===== config.mk =====
export PLATFORM = sky130hd
export DESIGN_NAME = mtc_tlb_control
export DESIGN_NICKNAME = d
export VERILOG_FILES = /design/src/design/mtc_perm_check.v /design/src/design/mtc_seg_map.v /design/src/design/mtc_tlb_control.v
export VERILOG_INCLUDE_DIRS = /design/src /design/src/design
export SDC_FILE = /design/constraint.sdc
export NUM_CORES = 2
export LEC_CHECK = 0
export BUFFER_PORTS_ARGS = -buffer_cell sky130_fd_sc_hd__buf_2
export CAP_MARGIN = 10
export CORE_MARGIN = 1.5
export CORE_UTILIZATION = 55
export DETAILED_ROUTE_END_ITERATION = 8
export PLACE_DENSITY = 0.72
export SETUP_SLACK_MARGIN = 0.5
export SYNTH_ARGS = -nofsm -noshare
export SYNTH_HDL_FRONTEND = slang
export SYNTH_HIERARCHICAL = 1
export SYNTH_SLANG_ARGS = --single-unit

===== constraint.sdc =====
create_clock -name sys_clk -period 49.8 [get_ports sys_clk]
set_clock_uncertainty 0.05 [all_clocks]
set_input_delay 4.98 -clock sys_clk [delete_from_list [all_inputs] [get_ports sys_clk]]
set_output_delay 4.98 -clock sys_clk [all_outputs]
set_load 0.05 [all_outputs]

===== src/design/mtc_regs.vh =====
// Register indices, field positions, reset values and codes of the translation control block
`ifndef MTC_REGS_VH
`define MTC_REGS_VH
`define MTC_IDX_EHI 3'h0
`define MTC_IDX_ELO 3'h1
`define MTC_IDX_PTB 3'h2
`define MTC_IDX_FAR 3'h3
`define MTC_IDX_CTL 3'h4
`define MTC_IDX_ARH 3'h5
`define MTC_EHI_V 9
`define MTC_EHI_I 8
`define MTC_ELO_C 9
`define MTC_ELO_G 8
`define MTC_ELO_B 7
`define MTC_ELO_W 1
`define MTC_ELO_D 0
`define MTC_CTL_E 0
`define MTC_CTL_M 1
`define MTC_CTL_I 2
`define MTC_CTL_N 3
`define MTC_CTL_S 4
`define MTC_CTL_DLA_LO 8
`define MTC_CTL_DRP_LO 16
`define MTC_CTL_RESET 32'h00000010
`define MTC_EXC_NONE 3'h0
`define MTC_EXC_MISS 3'h1
`define MTC_EXC_PROT 3'h2
`define MTC_EXC_MOD 3'h3
`define MTC_EXC_MULTI 3'h4
`define MTC_ENTRIES 32
`define MTC_PTR_LAST 5'h1f
`endif


===== src/design/mtc_perm_check.v =====
// Permission and dirty check of one matched entry
`timescale 1ns/1ps
`default_nettype none
module mtc_perm_check (
  input wire [2:0] permission_field,
  input wire dirty,
  input wire priv,
  input wire is_write,
  input wire is_fetch,
  output reg prot_fault,
  output reg mod_fault
);
  always @* begin
    prot_fault = 1'b0;
    // Upper bit opens the page to unprivileged code
    if (!priv && !permission_field[2]) begin
      prot_fault = 1'b1; // RULE8
    end
    if (is_write && !permission_field[1]) begin
      prot_fault = 1'b1; // RULE8
    end
    if (is_fetch && !permission_field[0]) begin
      prot_fault = 1'b1; // RULE8
    end
    // Protection takes precedence over the initial write trap
    mod_fault = is_write && !dirty && !prot_fault; // RULE10
  end
endmodule // mtc_perm_check
`default_nettype wire


===== src/design/mtc_seg_map.v =====
// Segment decode of a virtual address
`timescale 1ns/1ps
`default_nettype none
module mtc_seg_map (
  input wire [31:0] va,
  input wire seg_en,
  input wire page_en,
  input wire priv,
  output reg seg_prot,
  output reg use_page,
  output reg [31:0] seg_pa,
  output reg seg_cached
);
  always @* begin
    seg_prot = 1'b0;
    use_page = page_en;
    seg_pa = va;
    seg_cached = 1'b1;
    if (seg_en) begin // RULE17
      seg_prot = va[31] && !priv;
      case (va[31:29])
        3'h7: begin
          use_page = 1'b0;
          seg_cached = 1'b0;
        end
        3'h5: begin
          use_page = 1'b0;
          seg_cached = 1'b0;
          seg_pa = {3'h0, va[28:0]}; // RULE23
        end
        3'h4: begin
          use_page = 1'b0;
          seg_pa = {3'h0, va[28:0]}; // RULE23
        end
        3'h6: begin
          seg_pa = {3'h0, va[28:0]};
        end
        default: begin
          seg_pa = va;
        end
      endcase
    end
  end
endmodule // mtc_seg_map
`default_nettype wire


===== src/design/mtc_tlb_control.v =====
// Translation lookaside control: staging registers, entry store, lookup and exceptions
`include "mtc_regs.vh"
`timescale 1ns/1ps
`default_nettype none
// Operation
// RULE1: Translate 32-bit addresses, four page sizes
// RULE2: Mode bit picks private or shared lookup
// RULE3: Private hit needs identifier match unless global
// RULE4: Fault writes page number into staging high
// RULE5: Valid resets low, set on exception; invalid misses
// RULE6: Fetch flag set on exception; one TLB
// RULE7: Hardware leaves identifier and staging low alone
// RULE8: Permission codes decode to read/write/execute rights; code uses the upper bit for unprivileged access, not read
// RULE9: Size field selects compared page bits
// RULE10: Store to clean page traps initial write
// RULE11: Cacheable, bufferable, write-through attributes passed out
// RULE12: Page table base is plain storage
// RULE13: Fault address keeps latest faulting address
// RULE14: Entry write uses pointer, increments, wraps
// RULE15: Protection faults point pointer at entry
// RULE16: Lockdown amount only sets wrap value
// RULE17: Segmentation enable set after reset
// RULE18: Search sets not-found on no match
// RULE19: Invalidate bit clears all entries, reads zero
// RULE20: Enable bit turns page translation on
// RULE21: Upper accessed register absent, reads zero
// RULE22: Physical address joins frame and offset
// RULE23: Privileged cached/uncached segments clear top bits
// RULE24: Fault capture in same cycle as signal
module mtc_tlb_control (
  input wire sys_clk,
  input wire rst,
  input wire sysreg_wr,
  input wire sysreg_rd,
  input wire [2:0] sysreg_idx,
  input wire [31:0] sysreg_wdata,
  output reg [31:0] sysreg_rdata,
  input wire tlbw_req,
  input wire tlbs_req,
  input wire lookup_req,
  input wire [31:0] lookup_va,
  input wire lookup_write,
  input wire lookup_fetch,
  input wire lookup_priv,
  output reg lookup_done,
  output reg [31:0] lookup_pa,
  output reg lookup_cached,
  output reg lookup_bufferable,
  output reg lookup_write_through,
  output reg [2:0] lookup_exc
);
  reg [21:0] tlb_vpn [0:31];
  reg [7:0] tlb_space_identifier [0:31];
  reg [21:0] tlb_pfn [0:31];
  reg [9:0] tlb_attr [0:31];
  reg [31:0] tlb_valid;
  reg [21:0] ehi_vpn;
  reg ehi_valid;
  reg ehi_fetch;
  reg [7:0] ehi_space_identifier;
  reg [31:0] entry_low_staging;
  reg [31:0] page_table_base;
  reg [31:0] fault_address;
  reg ctl_e;
  reg ctl_m;
  reg ctl_n;
  reg ctl_s;
  reg [4:0] lockdown_amount;
  reg [4:0] replacement_pointer;
  reg [5:0] hit_count;
  reg [4:0] hit_idx;
  reg [5:0] srch_count;
  reg [9:0] hit_attr;
  reg [21:0] hit_mask;
  reg [31:0] page_pa;
  reg [2:0] next_exc;
  reg [31:0] next_pa;
  reg next_cached;
  reg next_buf;
  reg next_wt;
  reg [4:0] next_ptr;
  reg [31:0] rd_value;
  integer i;
  wire seg_prot;
  wire use_page;
  wire [31:0] seg_pa;
  wire seg_cached;
  wire prot_fault;
  wire mod_fault;
  wire [31:0] ctl_value;
  wire wr_ehi;
  wire wr_elo;
  wire wr_ptb;
  wire wr_far;
  wire wr_ctl;
  wire fault_take;
  wire ptr_fault;
  localparam [31:0] ctl_rst_value = `MTC_CTL_RESET;

  // Page-number mask for a size code
  function [21:0] size_mask;
    input [1:0] sz;
    begin
      case (sz)
        2'h0: size_mask = 22'h3fffff; // RULE9
        2'h1: size_mask = 22'h3ffffc; // RULE9
        2'h2: size_mask = 22'h3fffc0; // RULE9
        default: size_mask = 22'h3ffc00; // RULE9
      endcase
    end
  endfunction

  // Entry hit test shared by lookup and search
  function entry_hit;
    input valid;
    input [21:0] evpn;
    input [7:0] easid;
    input glob;
    input [1:0] sz;
    input [21:0] virtual_page_number;
    input [7:0] space_identifier;
    input shared;
    begin
      entry_hit = valid && (((evpn ^ virtual_page_number) & size_mask(sz)) == 22'h0) && // RULE5
        (shared || glob || (easid == space_identifier)); // RULE2 RULE3
    end
  endfunction

  mtc_seg_map u_seg (
    .va(lookup_va),
    .seg_en(ctl_s),
    .page_en(ctl_e),
    .priv(lookup_priv),
    .seg_prot(seg_prot),
    .use_page(use_page),
    .seg_pa(seg_pa),
    .seg_cached(seg_cached)
  );

  mtc_perm_check u_perm (
    .permission_field(hit_attr[6:4]),
    .dirty(hit_attr[`MTC_ELO_D]),
    .priv(lookup_priv),
    .is_write(lookup_write),
    .is_fetch(lookup_fetch),
    .prot_fault(prot_fault),
    .mod_fault(mod_fault)
  );

  // Single unified array serves fetch and data alike
  always @* begin
    hit_count = 6'h0;
    hit_idx = 5'h0;
    srch_count = 6'h0;
    for (i = 0; i < `MTC_ENTRIES; i = i + 1) begin
      if (entry_hit(tlb_valid[i], tlb_vpn[i], tlb_space_identifier[i], tlb_attr[i][`MTC_ELO_G],
          tlb_attr[i][3:2], lookup_va[31:10], ehi_space_identifier, ctl_m)) begin // RULE6
        hit_count = hit_count + 6'h1;
        hit_idx = i[4:0];
      end
      if (entry_hit(tlb_valid[i], tlb_vpn[i], tlb_space_identifier[i], tlb_attr[i][`MTC_ELO_G],
          tlb_attr[i][3:2], ehi_vpn, ehi_space_identifier, ctl_m)) begin
        srch_count = srch_count + 6'h1;
      end
    end
    hit_attr = tlb_attr[hit_idx];
    hit_mask = size_mask(hit_attr[3:2]);
    page_pa = {(tlb_pfn[hit_idx] & hit_mask) | (lookup_va[31:10] & ~hit_mask),
      lookup_va[9:0]}; // RULE1 RULE22
  end

  always @* begin
    next_exc = `MTC_EXC_NONE;
    next_pa = seg_pa;
    next_cached = seg_cached;
    next_buf = 1'b0;
    next_wt = 1'b0;
    if (seg_prot) begin
      next_exc = `MTC_EXC_PROT;
    end else if (use_page) begin // RULE20
      next_pa = page_pa;
      next_cached = hit_attr[`MTC_ELO_C]; // RULE11
      next_buf = hit_attr[`MTC_ELO_B]; // RULE11
      next_wt = hit_attr[`MTC_ELO_W]; // RULE11
      if (hit_count == 6'h0) begin
        next_exc = `MTC_EXC_MISS; // RULE5
      end else if (hit_count != 6'h1) begin
        next_exc = `MTC_EXC_MULTI;
      end else if (prot_fault) begin
        next_exc = `MTC_EXC_PROT;
      end else if (mod_fault) begin
        next_exc = `MTC_EXC_MOD; // RULE10
      end
    end
  end

  assign ctl_value = {11'h0, replacement_pointer, 3'h0, lockdown_amount, 3'h0,
    ctl_s, ctl_n, 1'b0, ctl_m, ctl_e}; // RULE19

  always @* begin
    case (sysreg_idx)
      `MTC_IDX_EHI: rd_value = {ehi_vpn, ehi_valid, ehi_fetch, ehi_space_identifier};
      `MTC_IDX_ELO: rd_value = entry_low_staging;
      `MTC_IDX_PTB: rd_value = page_table_base;
      `MTC_IDX_FAR: rd_value = fault_address;
      `MTC_IDX_CTL: rd_value = ctl_value;
      default: rd_value = 32'h0; // RULE21
    endcase
  end

  // Wrap reloads lockdown amount; locked entries stay writable explicitly
  always @* begin
    if (replacement_pointer == `MTC_PTR_LAST) begin
      next_ptr = lockdown_amount; // RULE14 RULE16
    end else begin
      next_ptr = replacement_pointer + 5'h1; // RULE14
    end
  end

  // Register decode for the software side
  assign wr_ehi = sysreg_wr && (sysreg_idx == `MTC_IDX_EHI);
  assign wr_elo = sysreg_wr && (sysreg_idx == `MTC_IDX_ELO);
  assign wr_ptb = sysreg_wr && (sysreg_idx == `MTC_IDX_PTB);
  assign wr_far = sysreg_wr && (sysreg_idx == `MTC_IDX_FAR);
  assign wr_ctl = sysreg_wr && (sysreg_idx == `MTC_IDX_CTL);
  assign fault_take = lookup_req && (next_exc != `MTC_EXC_NONE);
  // Only a paged protection or initial write fault moves the pointer
  assign ptr_fault = fault_take && use_page && !seg_prot &&
    ((next_exc == `MTC_EXC_PROT) || (next_exc == `MTC_EXC_MOD));

  // Hardware capture follows the software write so it wins a same-cycle clash
  always @(posedge sys_clk) begin
    if (rst) begin
      ehi_vpn <= 22'h0;
      ehi_valid <= 1'b0; // RULE5
      ehi_fetch <= 1'b0;
      ehi_space_identifier <= 8'h0;
    end else begin
      if (wr_ehi) begin
        ehi_vpn <= sysreg_wdata[31:10]; // RULE4
        ehi_valid <= sysreg_wdata[`MTC_EHI_V];
        ehi_fetch <= sysreg_wdata[`MTC_EHI_I];
        ehi_space_identifier <= sysreg_wdata[7:0]; // RULE7
      end
      if (fault_take) begin
        // Capture lands with the exception code so handlers see it at once
        ehi_vpn <= lookup_va[31:10]; // RULE4 RULE24
        ehi_valid <= 1'b1; // RULE5 RULE24
        ehi_fetch <= lookup_fetch; // RULE6 RULE24
      end
    end
  end

  always @(posedge sys_clk) begin
    if (rst) begin
      entry_low_staging <= 32'h0;
      page_table_base <= 32'h0;
    end else begin
      if (wr_elo) begin
        entry_low_staging <= sysreg_wdata; // RULE7
      end
      if (wr_ptb) begin
        page_table_base <= sysreg_wdata; // RULE12
      end
    end
  end

  always @(posedge sys_clk) begin
    if (rst) begin
      fault_address <= 32'h0;
    end else if (fault_take) begin
      fault_address <= lookup_va; // RULE13 RULE24
    end else if (wr_far) begin
      fault_address <= sysreg_wdata;
    end
  end

  always @(posedge sys_clk) begin
    if (rst) begin
      ctl_e <= ctl_rst_value[`MTC_CTL_E];
      ctl_m <= ctl_rst_value[`MTC_CTL_M];
      ctl_n <= ctl_rst_value[`MTC_CTL_N];
      ctl_s <= ctl_rst_value[`MTC_CTL_S]; // RULE17
      lockdown_amount <= ctl_rst_value[`MTC_CTL_DLA_LO +: 5];
    end else begin
      if (wr_ctl) begin
        ctl_e <= sysreg_wdata[`MTC_CTL_E];
        ctl_m <= sysreg_wdata[`MTC_CTL_M];
        ctl_n <= sysreg_wdata[`MTC_CTL_N];
        ctl_s <= sysreg_wdata[`MTC_CTL_S];
        lockdown_amount <= sysreg_wdata[`MTC_CTL_DLA_LO +: 5];
      end
      // A search in the same cycle wins over a software write
      if (tlbs_req) begin
        ctl_n <= (srch_count == 6'h0); // RULE18
      end
    end
  end

  always @(posedge sys_clk) begin
    if (rst) begin
      replacement_pointer <= ctl_rst_value[`MTC_CTL_DRP_LO +: 5];
    end else begin
      if (wr_ctl) begin
        replacement_pointer <= sysreg_wdata[`MTC_CTL_DRP_LO +: 5]; // RULE14
      end
      if (tlbw_req) begin
        replacement_pointer <= next_ptr; // RULE14
      end
      if (ptr_fault) begin
        replacement_pointer <= hit_idx; // RULE15
      end
    end
  end

  // Entry fields carry no reset; the valid vector alone keeps them out of lookups
  always @(posedge sys_clk) begin
    if (rst) begin
      tlb_valid <= 32'h0;
    end else begin
      if (wr_ctl && sysreg_wdata[`MTC_CTL_I]) begin
        tlb_valid <= 32'h0; // RULE19
      end
      if (tlbw_req) begin
        tlb_vpn[replacement_pointer] <= ehi_vpn;
        tlb_space_identifier[replacement_pointer] <= ehi_space_identifier;
        tlb_pfn[replacement_pointer] <= entry_low_staging[31:10];
        tlb_attr[replacement_pointer] <= entry_low_staging[9:0];
        tlb_valid[replacement_pointer] <= ehi_valid;
      end
    end
  end

  always @(posedge sys_clk) begin
    if (rst) begin
      sysreg_rdata <= 32'h0;
      lookup_done <= 1'b0;
      lookup_pa <= 32'h0;
      lookup_cached <= 1'b0;
      lookup_bufferable <= 1'b0;
      lookup_write_through <= 1'b0;
      lookup_exc <= `MTC_EXC_NONE;
    end else begin
      lookup_done <= lookup_req;
      if (sysreg_rd) begin
        sysreg_rdata <= rd_value;
      end
      if (lookup_req) begin
        lookup_pa <= next_pa;
        lookup_cached <= next_cached;
        lookup_bufferable <= next_buf;
        lookup_write_through <= next_wt;
        lookup_exc <= next_exc;
      end
    end
  end
endmodule // mtc_tlb_control
`default_nettype wire


Yosys cells after proc, flatten, opt, wreduce, memory -nomap -nowiden
Memories as Yosys holds them, arrays and structs flattened.
Index checks and enable logic that the tools add are counted.
{"block": "totals", "output_inout_bits": 71, "register_bits": 245, "inputBits": 77, "memories": 4, "ramBits": 1984, "wordCells": 833}
{"block": "classes", "bitwise_logic": 132, "n_lt_le_gt_ge": 2, "n_eq_ne": 110, "n_mux": 176, "addsub": 63, "n_reduce_logical": 325}
{"name": "tlb_pfn", "depth": 32, "word_bits": 22, "rd": 1, "rd_clocked_by_memory_dff": 0, "write_ports": 1, "line": "mtc_tlb_control.v:54", "source": "reg [21:0] tlb_pfn [0:31];"}
{"name": "tlb_vpn", "depth": 32, "word_bits": 22, "rd": 32, "rd_clocked_by_memory_dff": 0, "write_ports": 1, "line": "mtc_tlb_control.v:52", "source": "reg [21:0] tlb_vpn [0:31];"}
{"name": "tlb_attr", "depth": 32, "word_bits": 10, "rd": 33, "rd_clocked_by_memory_dff": 0, "write_ports": 1, "line": "mtc_tlb_control.v:55", "source": "reg [9:0] tlb_attr [0:31];"}
{"name": "tlb_space_identifier", "depth": 32, "word_bits": 8, "rd": 32, "rd_clocked_by_memory_dff": 0, "write_ports": 1, "line": "mtc_tlb_control.v:53", "source": "reg [7:0] tlb_space_identifier [0:31];"}
{"operator": "22-bit bitwise AND", "n": 66}
{"operator": "22-bit zero test", "n": 64}
{"operator": "22-bit bitwise XOR", "n": 64}
{"operator": "10-bit case mux with 3 select lines", "n": 33}
{"operator": "6-bit by 1-bit adder with 6-bit output (second input constant)", "n": 62}
{"operator": "6-bit two-way mux", "n": 62}
{"operator": "32-bit two-way mux", "n": 9}
{"operator": "8-bit == test", "n": 32}
{"operator": "5-bit two-way mux", "n": 34}
{"operator": "32-bit case mux with 5 select lines", "n": 1}
{"operator": "1-bit logical AND", "n": 145}
{"operator": "2-bit by 1-bit == test with 1-bit output (second input constant)", "n": 33}
{"operator": "2-bit == test (second input constant)", "n": 33}
{"operator": "2-bit zero test", "n": 33}
{"operator": "1-bit logical OR", "n": 65}
{"operator": "22-bit two-way mux", "n": 2}
{"operator": "32-bit bitwise mux", "n": 1}
{"operator": "1-bit two-way mux", "n": 27}
{"operator": "22-bit NOT", "n": 1}
{"operator": "22-bit bitwise OR", "n": 1}
{"operator": "3-bit == test (second input constant)", "n": 5}
{"operator": "3-bit by 2-bit == test with 1-bit output (second input constant)", "n": 4}
{"operator": "6-bit zero test", "n": 2}
{"operator": "3-bit two-way mux", "n": 4}
{"operator": "other kinds (14)", "n": 25}

Longest topological paths before layout
An unclocked memory read counts as a cell.
{"block": "depth", "depth_word": 81, "ltp_mapped": 112}

Hierarchy
Netlist, hierarchy kept.
{"mod": "mtc_tlb_control", "n_inst": 1, "cells_each": 9276, "area_each_um2": 110777.5, "seq_area_each_um2": 64481.8}
{"mod": "mtc_seg_map", "n_inst": 1, "cells_each": 38, "area_each_um2": 272.8, "seq_area_each_um2": 0.0}
{"mod": "mtc_perm_check", "n_inst": 1, "cells_each": 6, "area_each_um2": 42.5, "seq_area_each_um2": 0.0}

Worst setup path before layout
Ideal clock, no wire load.
{"block": "synth_path", "path_kind": "input port to flip-flop", "from": "input lookup_va[28]", "to": "register replacement_pointer[0]", "t_arrival_ns": 25.756, "required_time_ns": 49.618, "slack_ns": 23.861, "path_stages": 108, "cell_sequence": "clkbuf_1 -> buf_2 -> xnor2_1 -> nand4_1 -> nor3_1 -> o2111ai_1 -> ha_1 -> xnor2_1 -> inv_1 -> ha_1 -> nor3_1 -> a31oi_1 -> ha_1 -> nor3b_1 -> a21o_1 -> ha_1 -> mux2_2 -> nor2_1 -> (+72 left out) -> and2_1 -> ha_1 -> mux2i_1 -> nor2b_1 -> ha_1 -> nand2_1 -> nand2_1 -> ha_1 -> nand2_1 -> xor2_1 -> o41ai_1 -> or4b_1 -> o2111a_1 -> xnor3_1 -> mux2_2 -> nor4b_2 -> a211o_1 -> a21oi_1"}
{"block": "synth_via", "elab_chain_cells": 79, "word_cells_on_any_way": 286}
{"element": "start, declared", "line": "mtc_tlb_control.v:41", "source": "input wire [31:0] lookup_va,"}
{"element": "22-bit bitwise XOR", "line": "mtc_tlb_control.v:124", "source": "entry_hit = valid && (((evpn ^ virtual_page_number) & size_mask(sz)) == 22'h0) &&"}
{"element": "22-bit bitwise AND", "line": "mtc_tlb_control.v:124"}
{"element": "22-bit zero test", "line": "mtc_tlb_control.v:124"}
{"element": "1-bit logical AND (2 in a row)", "line": "mtc_tlb_control.v:124"}
{"element": "1-bit two-way mux", "line": "mtc_tlb_control.v:156", "source": "if (entry_hit(tlb_valid[i], tlb_vpn[i], tlb_space_identifier[i], tlb_attr[i][`MTC_ELO_G],"}
{"element": "6-bit by 1-bit adder with 6-bit output", "line": "mtc_tlb_control.v:158", "source": "hit_count = hit_count + 6'h1;"}
{"element": "6-bit two-way mux", "line": "mtc_tlb_control.v:156"}
{"element": "6-bit by 1-bit adder with 6-bit output", "line": "mtc_tlb_control.v:158"}
{"element": "(+60 left out)"}
{"element": "3-bit two-way mux", "line": "mtc_tlb_control.v:187", "source": "end else if (hit_count != 6'h1) begin"}
{"element": "3-bit two-way mux", "line": "mtc_tlb_control.v:185", "source": "if (hit_count == 6'h0) begin"}
{"element": "3-bit two-way mux", "line": "mtc_tlb_control.v:180", "source": "end else if (use_page) begin"}
{"element": "3-bit two-way mux", "line": "mtc_tlb_control.v:178", "source": "if (seg_prot) begin"}
{"element": "3-bit nonzero test (no source line)"}
{"element": "1-bit logical AND", "line": "mtc_tlb_control.v:226", "source": "assign fault_take = lookup_req && (next_exc != `MTC_EXC_NONE);"}
{"element": "1-bit logical AND (3 in a row)", "line": "mtc_tlb_control.v:228", "source": "assign ptr_fault = fault_take && use_page && !seg_prot &&"}
{"element": "3-bit nonzero test (no source line) or 5-bit two-way mux (tied branches)"}
{"element": "end signal, assigned", "line": "mtc_tlb_control.v:302", "source": "replacement_pointer <= ctl_rst_value[`MTC_CTL_DRP_LO +: 5];"}
{"element": "end signal, assigned", "line": "mtc_tlb_control.v:305", "source": "replacement_pointer <= sysreg_wdata[`MTC_CTL_DRP_LO +: 5];"}
{"element": "end signal, assigned", "line": "mtc_tlb_control.v:308", "source": "replacement_pointer <= next_ptr;"}
{"element": "end, declared", "line": "mtc_tlb_control.v:69", "source": "reg [4:0] replacement_pointer;"}
Several ways; a longest one is shown, not always the timed one.
A chain may end at the register's enable or synchronous reset.

Worst setup path after layout
{"block": "layout_path", "from": "input lookup_va[20]", "to": "register ehi_vpn[11]"}
{"block": "layout_via", "elab_chain_cells": 76, "word_cells_on_any_way": 280}
{"element": "22-bit bitwise XOR", "line": "mtc_tlb_control.v:124"}
{"element": "22-bit bitwise AND", "line": "mtc_tlb_control.v:124"}
{"element": "22-bit zero test", "line": "mtc_tlb_control.v:124"}
{"element": "1-bit logical AND (2 in a row)", "line": "mtc_tlb_control.v:124"}
{"element": "1-bit two-way mux", "line": "mtc_tlb_control.v:156"}
{"element": "6-bit by 1-bit adder with 6-bit output", "line": "mtc_tlb_control.v:158"}
{"element": "6-bit two-way mux", "line": "mtc_tlb_control.v:156"}
{"element": "6-bit by 1-bit adder with 6-bit output", "line": "mtc_tlb_control.v:158"}
{"element": "(+59 left out)"}
{"element": "6-bit by 1-bit inequality test with 1-bit output", "line": "mtc_tlb_control.v:187"}
{"element": "3-bit two-way mux", "line": "mtc_tlb_control.v:187"}
{"element": "3-bit two-way mux *", "line": "mtc_tlb_control.v:185"}
{"element": "3-bit two-way mux *", "line": "mtc_tlb_control.v:180"}
{"element": "3-bit two-way mux *", "line": "mtc_tlb_control.v:178"}
{"element": "3-bit nonzero test (no source line) *"}
{"element": "1-bit logical AND *", "line": "mtc_tlb_control.v:226"}
{"element": "22-bit two-way mux or 2-bit nonzero test (tied branches)"}
{"element": "end signal, assigned", "line": "mtc_tlb_control.v:240", "source": "ehi_vpn <= sysreg_wdata[31:10];"}
{"element": "end signal, assigned", "line": "mtc_tlb_control.v:247", "source": "ehi_vpn <= lookup_va[31:10];"}
{"element": "end, declared", "line": "mtc_tlb_control.v:57", "source": "reg [21:0] ehi_vpn;"}
Mark *: on every way between the ends. The rest lies on a longest branch, timed or not.

==> impl_metrics.yaml <==
power:
  p_switching_mw: 0.887
  power_frac_comb_pct: 5.6
  leakagePower_nw: 40.9
  swShare_pct: 22.8
  p_seq_share_pct: 53.1
  p_int_mw: 3.01
  ir_drop_v: 0.0000418
  p_per_area_mw_per_mm2: 31.9
  p_clk_share_pct: 41.3
sta:
  fin_crit_sh_pct: 60.5
  setup_tns_ns: 0
  rsz0062_at_grt: "false"
  relSlewSlack_pct: 3.26
  hold_viol: 0
  tightest_slew_ns: 1.44
  finalSetupViolCount: 0
  period_minus_slack_ns: 30.11
  slew_viol_final: 0
  fmax_mhz: 33.2
worst_setup_path:
  cp_max_fo: 44
  critPathKind: "in -> reg"
  r2r_cells: 108
  worst_path_most_repeated_cell: "ha_1"
  startpoint_type: "input pin"
  cp.required_ns: 50.52
  end_kind: "flop"
  slowest_delay_ns: 0.84
  cp_data_arrival_time_ns: 30.83
  cp_slowest_cell: "o21ai_4"
die:
  pin_count: 148
  die_h_um: 452
  start_util_pct: 55.5
  die_area_mm2: 0.205
  rows: 164
  fp.dieW_um: 452
  core-area_mm2: 0.200
synthesis:
  synth_nets: 9463
  async_reset_ff_share_pct: 0
  ys_ff_latch: 2229
  yosysWarnings: 6
  synth_edf_count: 1984
  synth_top_area_share_pct: 53.6
  syn_inst: 9320
  avgSynthCellArea_um2: 11.9
  synth_cell_types: 124
  synth_area_leader_cell: "edfxtp_1"
  synthTopCellsByArea: "edfxtp_1, xnor2_1, xor2_1, dfxtp_1, nand2_1"
  netlist_area_mm2: 0.111
  yosysSeqAreaShare_pct: 58.0
  synth_ff_type: "edfxtp_1"
clock_network:
  clock-root-buffer: "clkbuf_16"
  cts_buffers: 215
  clockBufferDepth: 3
  clk_pin_slew_ns: 0.06
  post_cts_buffers: 0
  cts_sinks: 2229
  cts_tree: "done"
  htree_levels: 4
  insertion_delay_ns: 0.88
  post_cts_resized: 0
  holdBufCountCts: 0
drt:
  drtAntennaViolNets: 0
  drt-initial-drc-count: 11971
  route.detailed.drc: 0
  vias_per_cell: 6.55
  wire_per_inst_um: 31.0
  vias: 80112
  routed_wl_mm: 379
  dr.pass1.iters: 9
cells_and_area:
  drive_above_1_share_pct: 10.7
  syn_to_final_growth_pct: 10.1
  nets: 9530
  layout_common_cells: "edfxtp_1, nand2_1, xnor2_1"
  final_common_cell: "edfxtp_1"
  final_util_pct: 61.1
  nFillCells: 15396
placed_design:
  gp_congestion: 1.05
  port_buffers: 147
  dp_hpwl_mm: 247
global_route:
  grt-ovfl-total: 0
  grt_pass1_wl_mm: 535
  grt_usage_pct: 36.3
  antenna_found_initial: 23
  grt_start_max_net_pins: 85
  first_global_vias: 76158
hold_path:
  hold_depth: 2
  hold_path.class: "reg -> reg"
job:
  max_cap_viol_count: 0
outcome:
  outcome: "finished, final reports clean"
final timing paths:
path	slack, ns	startpoint	to
setup / recovery	19.69	lookup_va[20]	ehi_vpn[11]
hold / removal	0.41	page_table_base[24]	page_table_base[24]
setup reg to reg	23.67	ehi_space_identifier[7]	ehi_vpn[11]
hold reg to reg	0.41	page_table_base[24]	page_table_base[24]
per-stage QoR:
| step | hold WS, ns | setup WS, ns | power, mW | std cells | cell area (µm²) |
|---|---|---|---|---|---|
| floorplan | 0.383 | 23.86 | 2.24 | 9320 | 111000 |
| global placement | 0.389 | 20.17 | 2.31 | 11820 | 115000 |
| detailed placement | 0.397 | 19.37 | 2.32 | 11820 | 115000 |
| CTS | 0.405 | 20.18 | 3.89 | 12220 | 122000 |
| global route | 0.429 | 18.12 | 3.98 | 12230 | 122000 |
| finish | 0.406 | 19.69 | 3.90 | 12238 | 122000 |
worst max-delay path, delay by kind of cell:
family,cells,cell delay [ns]
AO/OA/AOI/OAI,24,5.69
XOR/XNOR,4,1.04
multiplexers,6,1.66
buffers and inverters,13,2.33
adder cells (fa/ha/maj),28,8.50
AND/OR/NAND/NOR,36,6.47
metal layers:
| layer | routed length [µm] | track usage, % | part of all wire, % | vias to the layer above |
|---|---|---|---|---|
| met2 | 167000 | 54.1 | 44 | 5440 |
| met4 | 28200 | 23.8 | 7.4 | 6 |
| met3 | 46600 | 8.27 | 12 | 1068 |
| met5 | 44 | 0 | 0.012 | - |
| li1 | - | - | - | 33990 |
| met1 | 138000 | 47.6 | 36 | 39608 |
Yosys cell counts, types with 46 or more instances:
cell type,instances
buf_2,90
mux2i_1,204
nand2_1,946
edfxtp_1,1984
nor4_1,257
clkbuf_1,284
nand4_1,218
xnor2_1,927
mux2_2,53
xor2_1,921
a211oi_1,81
dfxtp_1,245
nor3_1,141
a21oi_1,421
a31oi_1,84
nand3_1,308
and2_1,47
o22ai_1,50
ha_1,66
inv_1,131
o21ai_0,204
nor2_1,576
or3_1,46
nor2b_1,55
buf_1,137
cell type report:
| type | instances | area [µm²] | share of cell area [%] |
|---|---|---|---|
| Sequential cell | 2229 | 64600 | 52.8 |
| Multi-Input combinational cell | 6398 | 44200 | 36.1 |
| Clock buffer | 275 | 5810 | 4.75 |
| Tap cell | 2656 | 3320 | 2.72 |
| Timing Repair Buffer | 408 | 2850 | 2.33 |
| Clock inverter | 125 | 1030 | 0.846 |
| Inverter | 135 | 508 | 0.415 |
| Antenna cell | 12 | 30.0 | 0.0245 |
kinds of logic (layout without fill, tap and decap cells):
logic type / after synthesis / in the layout / synth area share [%]
other: 0 / 12 / 0
buffers and inverters: 693 / 943 / 2.64
adder cells (fa/ha/maj): 67 / 67 / 0.752
flip-flops: 2229 / 2229 / 58.0
XOR/XNOR: 1907 / 1907 / 15.8
AO/OA/AOI/OAI: 1291 / 1291 / 7.55
AND/OR/NAND/NOR: 2857 / 2857 / 12.5
multiplexers: 276 / 276 / 2.75
sequential cells by signal, indices dropped and copies added (netlist names), 3 cells and up:
name                  count
entry_low_staging        32
ehi_space_identifier      8
tlb_pfn                 704
page_table_base          32
replacement_pointer       5
lookup_exc                3
lockdown_amount           5
sysreg_rdata             32
ehi_vpn                  22
tlb_attr                320
tlb_space_identifier    256
tlb_valid                32
lookup_pa                32
fault_address            32
tlb_vpn                 704
power groups by stage:
stage                     Sequential, mW  Combinational (mW)  Clock (mW)
final                               2.07               0.219        1.61
after global routing                2.07               0.228        1.68
after CTS                           2.07               0.213        1.61
after detailed placement            2.11               0.212           0
after global placement              2.11               0.206           0
after floorplan                     2.11               0.132           0
No activity file was read; power rests on OpenSTA's default activity.
